## config.mk

```make
export PLATFORM = sky130hd
export DESIGN_NAME = pdemx_mux
export DESIGN_NICKNAME = d
export VERILOG_FILES = /design/src/rtl/pdemx_pkg.sv /design/src/rtl/pdemx_mux.sv
export SDC_FILE = /design/constraint.sdc
export NUM_CORES = 1
export LEC_CHECK = 0
export ABC_AREA = 1
export BUFFER_PORTS_ARGS = -buffer_cell sky130_fd_sc_hd__buf_2
export CAP_MARGIN = 40
export CORE_UTILIZATION = 44
export DETAILED_ROUTE_END_ITERATION = 12
export PLACE_DENSITY_LB_ADDON = 0.2
export SYNTH_ARGS = -nofsm -noshare
export SYNTH_HDL_FRONTEND = slang
export SYNTH_SLANG_ARGS = --single-unit
```

## constraint.sdc

```tcl
create_clock -name mclk -period 1.48 [get_ports mclk]
set_input_delay 0.074 -clock mclk [delete_from_list [all_inputs] [get_ports mclk]]
set_output_delay 0.074 -clock mclk [all_outputs]
set_load 0.05 [all_outputs]
```

## src/rtl/pdemx_pkg.sv

```systemverilog
// What this block does
// - Bits D7 to D4 take LCD masked pull-up, direction, input overrides.
// - Bits D3, D2 and D0 take the masked overrides with no value override.
// - Bit D1 feeds external_irq_zero with its own input override terms.
// - Bit D0 delivers its input as capture_input_one to timer one.
// - Bits D7 to D0 link their analog path to the LCD front-plane segments.
// - Every Port E pin gives its input as its own pin-change source.
// - A set clock_out_fuse drives the divided clock out on bit E7.
// - A set clock_out_fuse keeps the divided clock on bit E7 through reset.
// - Bit E6 carries universal_serial_out in three-wire mode.
// - Bit E5 is universal_serial_in and the two-wire data line.
// - Bit E4 is universal_serial_clock and the two-wire clock line.
// - Bit E2 carries the USART clock only in synchronous mode.
// - Bits E3 and E2 link straight to the comparator minus and plus inputs.
// - Bit E1 carries usart_transmit_line.
package pdemx_pkg;
  localparam int unsigned PORT_W     = 8;
  localparam int unsigned PD_IRQ_BIT = 1;
  localparam int unsigned PD_CAP_BIT = 0;
  localparam int unsigned PE_CLK_BIT = 7;
  localparam int unsigned PE_DO_BIT  = 6;
  localparam int unsigned PE_SDA_BIT = 5;
  localparam int unsigned PE_SCL_BIT = 4;
  localparam int unsigned PE_AMI_BIT = 3;
  localparam int unsigned PE_XCK_BIT = 2;
  localparam int unsigned PE_TX_BIT  = 1;
  localparam logic [7:0]  BYTE_ZERO  = 8'h00;
  localparam logic [7:0]  PD_SEG_ONLY = 8'hFD;
endpackage

```

## src/rtl/pdemx_mux.sv

```systemverilog
module pdemx_mux #(
  parameter int unsigned PORT_W = pdemx_pkg::PORT_W
) (
  input  wire logic       mclk,
  input  wire logic       rst_b,
  // Port D controls and pad
  input  wire logic [7:0] pd_latch,
  input  wire logic [7:0] pd_direction,
  input  wire logic [7:0] pd_pin_in,
  input  wire logic       pullup_disable,
  input  wire logic       lcd_drive_on,
  input  wire logic       lcd_port_mask,
  input  wire logic       irq_zero_enable,
  input  wire logic [7:0] lcd_segment_signal,
  // Port E controls and pad
  input  wire logic [7:0] pe_latch,
  input  wire logic [7:0] pe_direction,
  input  wire logic [7:0] pe_pin_in,
  input  wire logic       clock_out_fuse,
  input  wire logic       divided_clock,
  input  wire logic       usi_three_wire,
  input  wire logic       universal_serial_out,
  input  wire logic       usart_sync_mode,
  input  wire logic       usart_clock_out,
  input  wire logic       usart_tx_enable,
  input  wire logic       usart_transmit_line,
  // Pad drive
  output logic [7:0]      pd_out,
  output logic [7:0]      pd_oe,
  output logic [7:0]      pd_pullup,
  output logic [7:0]      pd_input_en,
  output logic [7:0]      front_plane_drive,
  output logic [7:0]      pe_out,
  output logic [7:0]      pe_oe,
  output logic [7:0]      pe_pullup,
  // Peripheral side
  output logic            external_irq_zero,
  output logic            capture_input_one,
  output logic [7:0]      pin_change_irq_source,
  output logic            universal_serial_in,
  output logic            two_wire_data_in,
  output logic            universal_serial_clock,
  output logic            two_wire_clock_in,
  output logic            usart_external_clock,
  output logic            comparator_plus_input,
  output logic            comparator_minus_input
);
  logic       lcd_mask;
  logic [7:0] pu_oe, dd_oe, di_oe, di_ov;
  logic [7:0] pd_out_nxt, pd_oe_nxt, pd_pu_nxt, pd_ie_nxt;
  logic [7:0] pe_out_nxt, pe_oe_nxt;

  assign lcd_mask = lcd_drive_on & lcd_port_mask;

  // Bit positions are fixed to the eight-bit ports
  generate
    if (PORT_W != pdemx_pkg::PORT_W) begin : g_width_check
      $error("pdemx_mux serves only the eight-bit ports");
    end
  endgenerate

  genvar i;
  generate
    for (i = 0; i < PORT_W; i++) begin : g_pd
      if (i == pdemx_pkg::PD_IRQ_BIT) begin : g_irq
        assign di_oe[i] = lcd_drive_on | irq_zero_enable;
        assign di_ov[i] = lcd_drive_on & irq_zero_enable;
      end else begin : g_seg
        assign di_oe[i] = lcd_mask;
        assign di_ov[i] = 1'b0;
      end
      assign pu_oe[i] = lcd_mask;
      assign dd_oe[i] = lcd_mask;
    end
  endgenerate

  always_comb begin
    pd_out_nxt = pd_latch;
    pd_oe_nxt  = (pd_direction & ~dd_oe);
    pd_pu_nxt  = pd_latch & ~pd_direction & ~pu_oe & {8{~pullup_disable}};
    pd_ie_nxt  = (di_oe & di_ov) | (~di_oe);
  end

  always_comb begin
    pe_out_nxt = pe_latch;
    pe_oe_nxt  = pe_direction;
    if (usi_three_wire) begin
      pe_out_nxt[pdemx_pkg::PE_DO_BIT] = universal_serial_out;
    end
    if (usart_sync_mode && pe_direction[pdemx_pkg::PE_XCK_BIT]) begin
      pe_out_nxt[pdemx_pkg::PE_XCK_BIT] = usart_clock_out;
    end
    if (usart_tx_enable) begin
      pe_out_nxt[pdemx_pkg::PE_TX_BIT] = usart_transmit_line;
      pe_oe_nxt[pdemx_pkg::PE_TX_BIT]  = 1'b1;
    end
    if (clock_out_fuse) begin
      pe_out_nxt[pdemx_pkg::PE_CLK_BIT] = divided_clock;
      pe_oe_nxt[pdemx_pkg::PE_CLK_BIT]  = 1'b1;
    end
  end

  always_ff @(posedge mclk or negedge rst_b) begin
    if (!rst_b) begin
      pd_out      <= pdemx_pkg::BYTE_ZERO;
      pd_oe       <= pdemx_pkg::BYTE_ZERO;
      pd_pullup   <= pdemx_pkg::BYTE_ZERO;
      pd_input_en <= pdemx_pkg::BYTE_ZERO;
    end else begin
      pd_out      <= pd_out_nxt;
      pd_oe       <= pd_oe_nxt;
      pd_pullup   <= pd_pu_nxt;
      pd_input_en <= pd_ie_nxt;
    end
  end

  always_ff @(posedge mclk or negedge rst_b) begin
    if (!rst_b) begin
      front_plane_drive <= pdemx_pkg::BYTE_ZERO;
    end else begin
      front_plane_drive <= lcd_segment_signal & {8{lcd_mask}};
    end
  end

  // Port E pads keep running through reset for the clock pin
  always_ff @(posedge mclk) begin
    pe_out    <= rst_b ? pe_out_nxt
               : {clock_out_fuse & divided_clock,
                  {pdemx_pkg::PE_CLK_BIT{1'b0}}};
    pe_oe     <= rst_b ? pe_oe_nxt
               : {clock_out_fuse, {pdemx_pkg::PE_CLK_BIT{1'b0}}};
    pe_pullup <= rst_b ? (pe_latch & ~pe_oe_nxt & {8{~pullup_disable}})
               : pdemx_pkg::BYTE_ZERO;
  end

  always_ff @(posedge mclk or negedge rst_b) begin
    if (!rst_b) begin
      external_irq_zero      <= 1'b0;
      capture_input_one      <= 1'b0;
      pin_change_irq_source  <= pdemx_pkg::BYTE_ZERO;
      universal_serial_in    <= 1'b0;
      two_wire_data_in       <= 1'b0;
      universal_serial_clock <= 1'b0;
      two_wire_clock_in      <= 1'b0;
      usart_external_clock   <= 1'b0;
      comparator_plus_input  <= 1'b0;
      comparator_minus_input <= 1'b0;
    end else begin
      external_irq_zero      <= pd_pin_in[pdemx_pkg::PD_IRQ_BIT];
      capture_input_one      <= pd_pin_in[pdemx_pkg::PD_CAP_BIT];
      pin_change_irq_source  <= pe_pin_in;
      universal_serial_in    <= pe_pin_in[pdemx_pkg::PE_SDA_BIT];
      two_wire_data_in       <= pe_pin_in[pdemx_pkg::PE_SDA_BIT];
      universal_serial_clock <= pe_pin_in[pdemx_pkg::PE_SCL_BIT];
      two_wire_clock_in      <= pe_pin_in[pdemx_pkg::PE_SCL_BIT];
      usart_external_clock   <= usart_sync_mode
                              & pe_pin_in[pdemx_pkg::PE_XCK_BIT];
      comparator_plus_input  <= pe_pin_in[pdemx_pkg::PE_XCK_BIT];
      comparator_minus_input <= pe_pin_in[pdemx_pkg::PE_AMI_BIT];
    end
  end

  a_lcd_dir_off: assert property (
    @(posedge mclk) disable iff (!rst_b)
    lcd_mask |=> (pd_oe == pdemx_pkg::BYTE_ZERO))
    else $error("lcd overridden pin driven");

  a_lcd_ie_off: assert property (
    @(posedge mclk) disable iff (!rst_b)
    lcd_mask |=>
      ((pd_input_en & pdemx_pkg::PD_SEG_ONLY) == pdemx_pkg::BYTE_ZERO))
    else $error("lcd overridden input enabled");

  a_lcd_pull_off: assert property (
    @(posedge mclk) disable iff (!rst_b)
    lcd_mask |=> (pd_pullup == pdemx_pkg::BYTE_ZERO))
    else $error("lcd overridden pin pulled");

  a_lcd_out_plain: assert property (
    @(posedge mclk) disable iff (!rst_b)
    1'b1 |=> pd_out == $past(pd_latch))
    else $error("port d value overridden");

  a_irq_input_on: assert property (
    @(posedge mclk) disable iff (!rst_b)
    (lcd_drive_on && irq_zero_enable) |=>
      pd_input_en[pdemx_pkg::PD_IRQ_BIT])
    else $error("irq input disabled");

  a_irq_input_off: assert property (
    @(posedge mclk) disable iff (!rst_b)
    (lcd_drive_on && !irq_zero_enable) |=>
      !pd_input_en[pdemx_pkg::PD_IRQ_BIT])
    else $error("irq input not cut");

  a_irq_follow: assert property (
    @(posedge mclk) disable iff (!rst_b)
    1'b1 |=> external_irq_zero == $past(pd_pin_in[pdemx_pkg::PD_IRQ_BIT]))
    else $error("irq source wrong");

  a_cap_follow: assert property (
    @(posedge mclk) disable iff (!rst_b)
    1'b1 |=> capture_input_one == $past(pd_pin_in[pdemx_pkg::PD_CAP_BIT]))
    else $error("capture input wrong");

  a_seg_link: assert property (
    @(posedge mclk) disable iff (!rst_b)
    lcd_mask |=> front_plane_drive == $past(lcd_segment_signal))
    else $error("segment not linked");

  a_pcint_follow: assert property (
    @(posedge mclk) disable iff (!rst_b)
    1'b1 |=> pin_change_irq_source == $past(pe_pin_in))
    else $error("pin change source wrong");

  a_clk_forced: assert property (
    @(posedge mclk)
    clock_out_fuse |=> pe_oe[pdemx_pkg::PE_CLK_BIT]
      && pe_out[pdemx_pkg::PE_CLK_BIT] == $past(divided_clock))
    else $error("divided clock not driven");

  a_clk_no_pull: assert property (
    @(posedge mclk) disable iff (!rst_b)
    clock_out_fuse |=> !pe_pullup[pdemx_pkg::PE_CLK_BIT])
    else $error("divided clock pin pulled");

  a_clk_in_reset: assert property (
    @(posedge mclk)
    !rst_b |=> pe_oe[pdemx_pkg::PE_CLK_BIT] == $past(clock_out_fuse))
    else $error("divided clock lost in reset");

  a_usi_out: assert property (
    @(posedge mclk) disable iff (!rst_b)
    usi_three_wire |=>
      pe_out[pdemx_pkg::PE_DO_BIT] == $past(universal_serial_out))
    else $error("serial out not driven");

  a_usi_in: assert property (
    @(posedge mclk) disable iff (!rst_b)
    1'b1 |=> universal_serial_in == $past(pe_pin_in[pdemx_pkg::PE_SDA_BIT]))
    else $error("serial in wrong");

  a_sda_in: assert property (
    @(posedge mclk) disable iff (!rst_b)
    1'b1 |=> two_wire_data_in == $past(pe_pin_in[pdemx_pkg::PE_SDA_BIT]))
    else $error("two-wire data wrong");

  a_universal_serial_clock_in: assert property (
    @(posedge mclk) disable iff (!rst_b)
    1'b1 |=>
      universal_serial_clock == $past(pe_pin_in[pdemx_pkg::PE_SCL_BIT]))
    else $error("serial clock wrong");

  a_scl_in: assert property (
    @(posedge mclk) disable iff (!rst_b)
    1'b1 |=> two_wire_clock_in == $past(pe_pin_in[pdemx_pkg::PE_SCL_BIT]))
    else $error("two-wire clock wrong");

  a_xck_out: assert property (
    @(posedge mclk) disable iff (!rst_b)
    (usart_sync_mode && pe_direction[pdemx_pkg::PE_XCK_BIT]) |=>
      pe_out[pdemx_pkg::PE_XCK_BIT] == $past(usart_clock_out))
    else $error("usart clock not driven");

  a_xck_idle: assert property (
    @(posedge mclk) disable iff (!rst_b)
    !usart_sync_mode |=> !usart_external_clock)
    else $error("usart clock active out of sync mode");

  a_cmp_plus: assert property (
    @(posedge mclk) disable iff (!rst_b)
    1'b1 |=>
      comparator_plus_input == $past(pe_pin_in[pdemx_pkg::PE_XCK_BIT]))
    else $error("comparator plus wrong");

  a_cmp_minus: assert property (
    @(posedge mclk) disable iff (!rst_b)
    1'b1 |=>
      comparator_minus_input == $past(pe_pin_in[pdemx_pkg::PE_AMI_BIT]))
    else $error("comparator minus wrong");

  a_tx_drive: assert property (
    @(posedge mclk) disable iff (!rst_b)
    usart_tx_enable |=> pe_oe[pdemx_pkg::PE_TX_BIT]
      && pe_out[pdemx_pkg::PE_TX_BIT] == $past(usart_transmit_line))
    else $error("transmit not driven");

  a_port_plain: assert property (
    @(posedge mclk) disable iff (!rst_b)
    !lcd_mask |=> pd_oe == $past(pd_direction) && pd_out == $past(pd_latch))
    else $error("plain port not followed");

  a_pull_plain: assert property (
    @(posedge mclk) disable iff (!rst_b)
    !lcd_mask |=> pd_pullup ==
      $past(pd_latch & ~pd_direction & {8{~pullup_disable}}))
    else $error("plain pull-up not followed");

  a_pe_plain: assert property (
    @(posedge mclk) disable iff (!rst_b)
    (!usart_tx_enable && !clock_out_fuse && !usi_three_wire
      && !usart_sync_mode) |=>
      pe_oe == $past(pe_direction) && pe_out == $past(pe_latch))
    else $error("plain port e not followed");

  // Main scenarios
  c_lcd_on: cover property (@(posedge mclk) lcd_mask);
  c_clk_reset: cover property (@(posedge mclk) !rst_b && clock_out_fuse);
  c_three_wire: cover property (@(posedge mclk) rst_b && usi_three_wire);
  c_tx_on: cover property (@(posedge mclk) rst_b && usart_tx_enable);
  c_xck_out: cover property (@(posedge mclk)
    rst_b && usart_sync_mode && pe_direction[pdemx_pkg::PE_XCK_BIT]);
endmodule

```

==> run summary <==
The run finished with clean final reports. Setup repair after global routing left no endpoint under its margin. After the first detailed-routing iteration, the DRC count stood at 37. Global routing used 23.5% of the available tracks across all layers. The tool flagged a number of max-cap violations equal to 0. After detailed placement, the total cell area comes to 2900 um2.

Of all cell types, the one taking the most synthesized area is sky130_fd_sc_hd__dfrtp_1. The class of the tightest hold or removal check was primary input to flip-flop. Port buffer count: 144. The number of nets with antenna violations after routing is 0, and the maximum fanout along the worst path is 1.

Yosys printed 0 warnings. The run gives 0 as the setup violation total in the final timing report. The via total after detailed routing was 1,963. The global placer's final weighted congestion was 0.715; the detailed-route DRC error count was 0. The worst hold slack after final layout is 0.0111 ns, and the final critical-path required period is 1.21 ns.

The tools report the final setup TNS as 0 ns. The width of the die is 72.8 um. Across the whole layout, storage elements account for 1610 um2. At the placement stage, the worst setup path has a slack of 0.604 ns. In this run the tightest slew margin relative to its limit is 67.6%. After filler insertion, the fill cell instance count of the layout stands at 351.

The peak clock frequency supported by timing was 829 MHz; the core footprint was 4790 um2. For this configuration, the core starts out at a cell density of 46.1%. The critical path is of the primary input to flip-flop type.

The logs give 5870 um for the overall routed net length and 69 for the TritonCTS sink count. For the worst setup path, the data arrival time is 1.41 ns. Entering global routing, the biggest net connects 27 pins. Row generation in the floorplan step produced 25 rows. The most critical setup path has its startpoint at irq_zero_enable. Number of global-route vias before repair: 1,943. Critical path endpoint category: a flip-flop. In this run the biggest area consumer among cell types represents 51.1% of the synthesized area. The repair_antennas step left the layout with diodes totalling 0. The count of flip-flops with a built-in enable after synthesis came out at 0.

The initial antenna violation count was 0. Global routing finished with a remaining overflow of 0. The worst-case IR drop observed on VDD is 0.000793 V.

The post-route netlist has 41.5% of its cells at a drive strength greater than 1. The run gives 0.274 ns as the worst-case setup margin in the final layout. Synthesis instantiated 18 different standard cells from the library. The static leakage is 2.09 nW. The most common cell in the synthesized netlist is sky130_fd_sc_hd__dfrtp_1.

The fraction of the cycle the final worst path needs is 81.5%. The run gives 0 as the final-report hold violation count. The tools report the kind of launch point of the worst setup path as a primary input. In the post-synthesis netlist, the biggest area contributors are sky130_fd_sc_hd__dfrtp_1 (51%), sky130_fd_sc_hd__dfxtp_1 (22%), sky130_fd_sc_hd__inv_1 (5.6%). The cell area that synthesis handed to floorplanning was 2200 um2. The tools report the required arrival time at the worst endpoint as 1.68 ns. The cell sitting at the root of the clock tree is a sky130_fd_sc_hd__clkbuf_8. Post-synthesis sequential element count: 69.

During I/O placement, the number of pins put on the boundary was 151. Compared with the post-synthesis result, the final layout area differs by 66.9%. The areal power density over the cells is 1150 nW/um2. The end of the critical path is pd_input_en[1]. The commonest cells after synthesis are sky130_fd_sc_hd__dfrtp_1 (45), sky130_fd_sc_hd__inv_1 (33), sky130_fd_sc_hd__nor2_1 (30), sky130_fd_sc_hd__dfxtp_1 (24), sky130_fd_sc_hd__nand2_1 (20).

The die covers 5300 um2. A synthesized cell averages 11.3 um2. The chip height was 72.8 um; the maximum buffer depth of the clock tree was 2. For the post-layout instance area, the log shows 3680 um2. The logs give 0 for the number of max-slew violations in the final report and 265 for the post-synthesis net count. The number of nets at the end of the flow was 467. TritonCTS built the clock tree.

The clock slew seen by the registers of the worst setup and hold paths is 0.07 ns, and the detail-routed via count per cell is 4.19. The number of clock buffers inserted by TritonCTS is 9, and the buffer count from post-CTS setup fixing is 0. The first global-routing pass estimated 8990 um of wire. After detailed routing, the average wire length per cell comes to 12.5 um. The sequential cell area fraction in the yosys report was 72.9%; the async set or reset register ratio after synthesis was 65.2%. The tools report the first-pass detailed-route iteration total as 4. The area taken by multi-input logic gates came out at 328 um2. The tools report the maximum level of the CTS H-tree as 3. The cell count after synthesis came out at 195.

The most used flip-flop cell after synthesis is sky130_fd_sc_hd__dfrtp_1. The run gives 3370 um as the post-DP HPWL. At the pin with the least slew margin, the transition time is 0.486 ns.
==> power breakdown <==
group / switching [mW] / total (mW) / leakage, nW / internal [mW]
clock network: 0.622 / 1.37 / 0.0937 / 0.746
registers: 0.0250 / 1.99 / 0.758 / 1.97
logic: 0.589 / 0.862 / 1.23 / 0.274
==> metrics by stage <==
| stage | std cells | utilization (%) | total power [mW] |
|---|---|---|---|
| after detailed placement | 393 | 60.5 | 2.76 |
| final | 469 | 76.9 | 4.22 |
| after floorplan | 195 | - | 2.54 |
| after global placement | 393 | 60.5 | 2.75 |
| after global routing | 469 | 76.9 | 4.41 |
| after CTS | 469 | 76.9 | 4.25 |
==> placed cells by master (no fill, tap or decap), drive strengths merged <==
cell type    Yosys  final
nor2            34     34
buf             16    147
dfxtp           24     24
dlygate4sd3      0     60
a21oi            1      1
inv             35     35
xnor2            1      1
nand2           21     21
clkinv           0      1
o21ai            3      3
dfrtp           45     45
clkbuf           0     15
nor3             7      7
nand3            8      8
==> routing by layer <==
metal | track usage [%] | share of wire, % | vias to the layer above
met3 | 8.43 | 7.7 | 2
met5 | 0 | 0 | -
met1 | 25.1 | 38 | 910
met2 | 42.5 | 54 | 86
met4 | 9.15 | 0.39 | 0
li1 | - | - | 965
==> cells by family after synthesis <==
family	synth area share, %
simple gates	13.6
flops	72.9
compound gates	0.908
xor+xnor	0.397
buf+inv	12.3
==> final cells by class <==
| cell class | count | area share [%] |
|---|---|---|
| Sequential cell | 69 | 43.7 |
| Timing Repair Buffer | 207 | 36.5 |
| Multi-Input combinational cell | 75 | 8.91 |
| Clock buffer | 15 | 4.79 |
| Inverter | 35 | 3.71 |
| Tap cell | 67 | 2.28 |
| Clock inverter | 1 | 0.136 |
==> timing repair <==
action | CTS | global route
setup endpoints to repair | 0 | 0
hold buffers | 60 | 0
resized for setup | 0 | 0
endpoints found under the hold margin | 68 | 0
==> worst min-delay path by stage <==
stage | startpoint | to | slack, ns | depth (start not counted)
global route | lcd_port_mask | pd_input_en[6] | 0.002 | 2
global placement | rst_b | pin_change_irq_source[2] | 0.04 | 1
detailed placement | rst_b | usart_external_clock | 0.05 | 1
CTS | usart_tx_enable | pe_oe[1] | 0.002 | 3
finish | usart_tx_enable | pe_oe[1] | 0.01 | 3
floorplan | rst_b | capture_input_one | -0.22 | 0
==> critical path, stage by stage <==
cell	delay [ns]
sky130_fd_sc_hd__dlygate4sd3_1	0.54
sky130_fd_sc_hd__buf_2	0.13
sky130_fd_sc_hd__xnor2_1	0.11
sky130_fd_sc_hd__dlygate4sd3_1	0.55
==> flip-flops by register name (all words and copies together), names as in the netlist <==
register,count
front_plane_drive,8
pe_oe,8
pd_oe,8
pd_input_en,2
pd_out,8
external_irq_zero,1
capture_input_one,1
pe_out,8
pe_pullup,8
usart_external_clock,1
pin_change_irq_source,8
pd_pullup,8
Note: power is estimated with default switching activity, not from simulation.
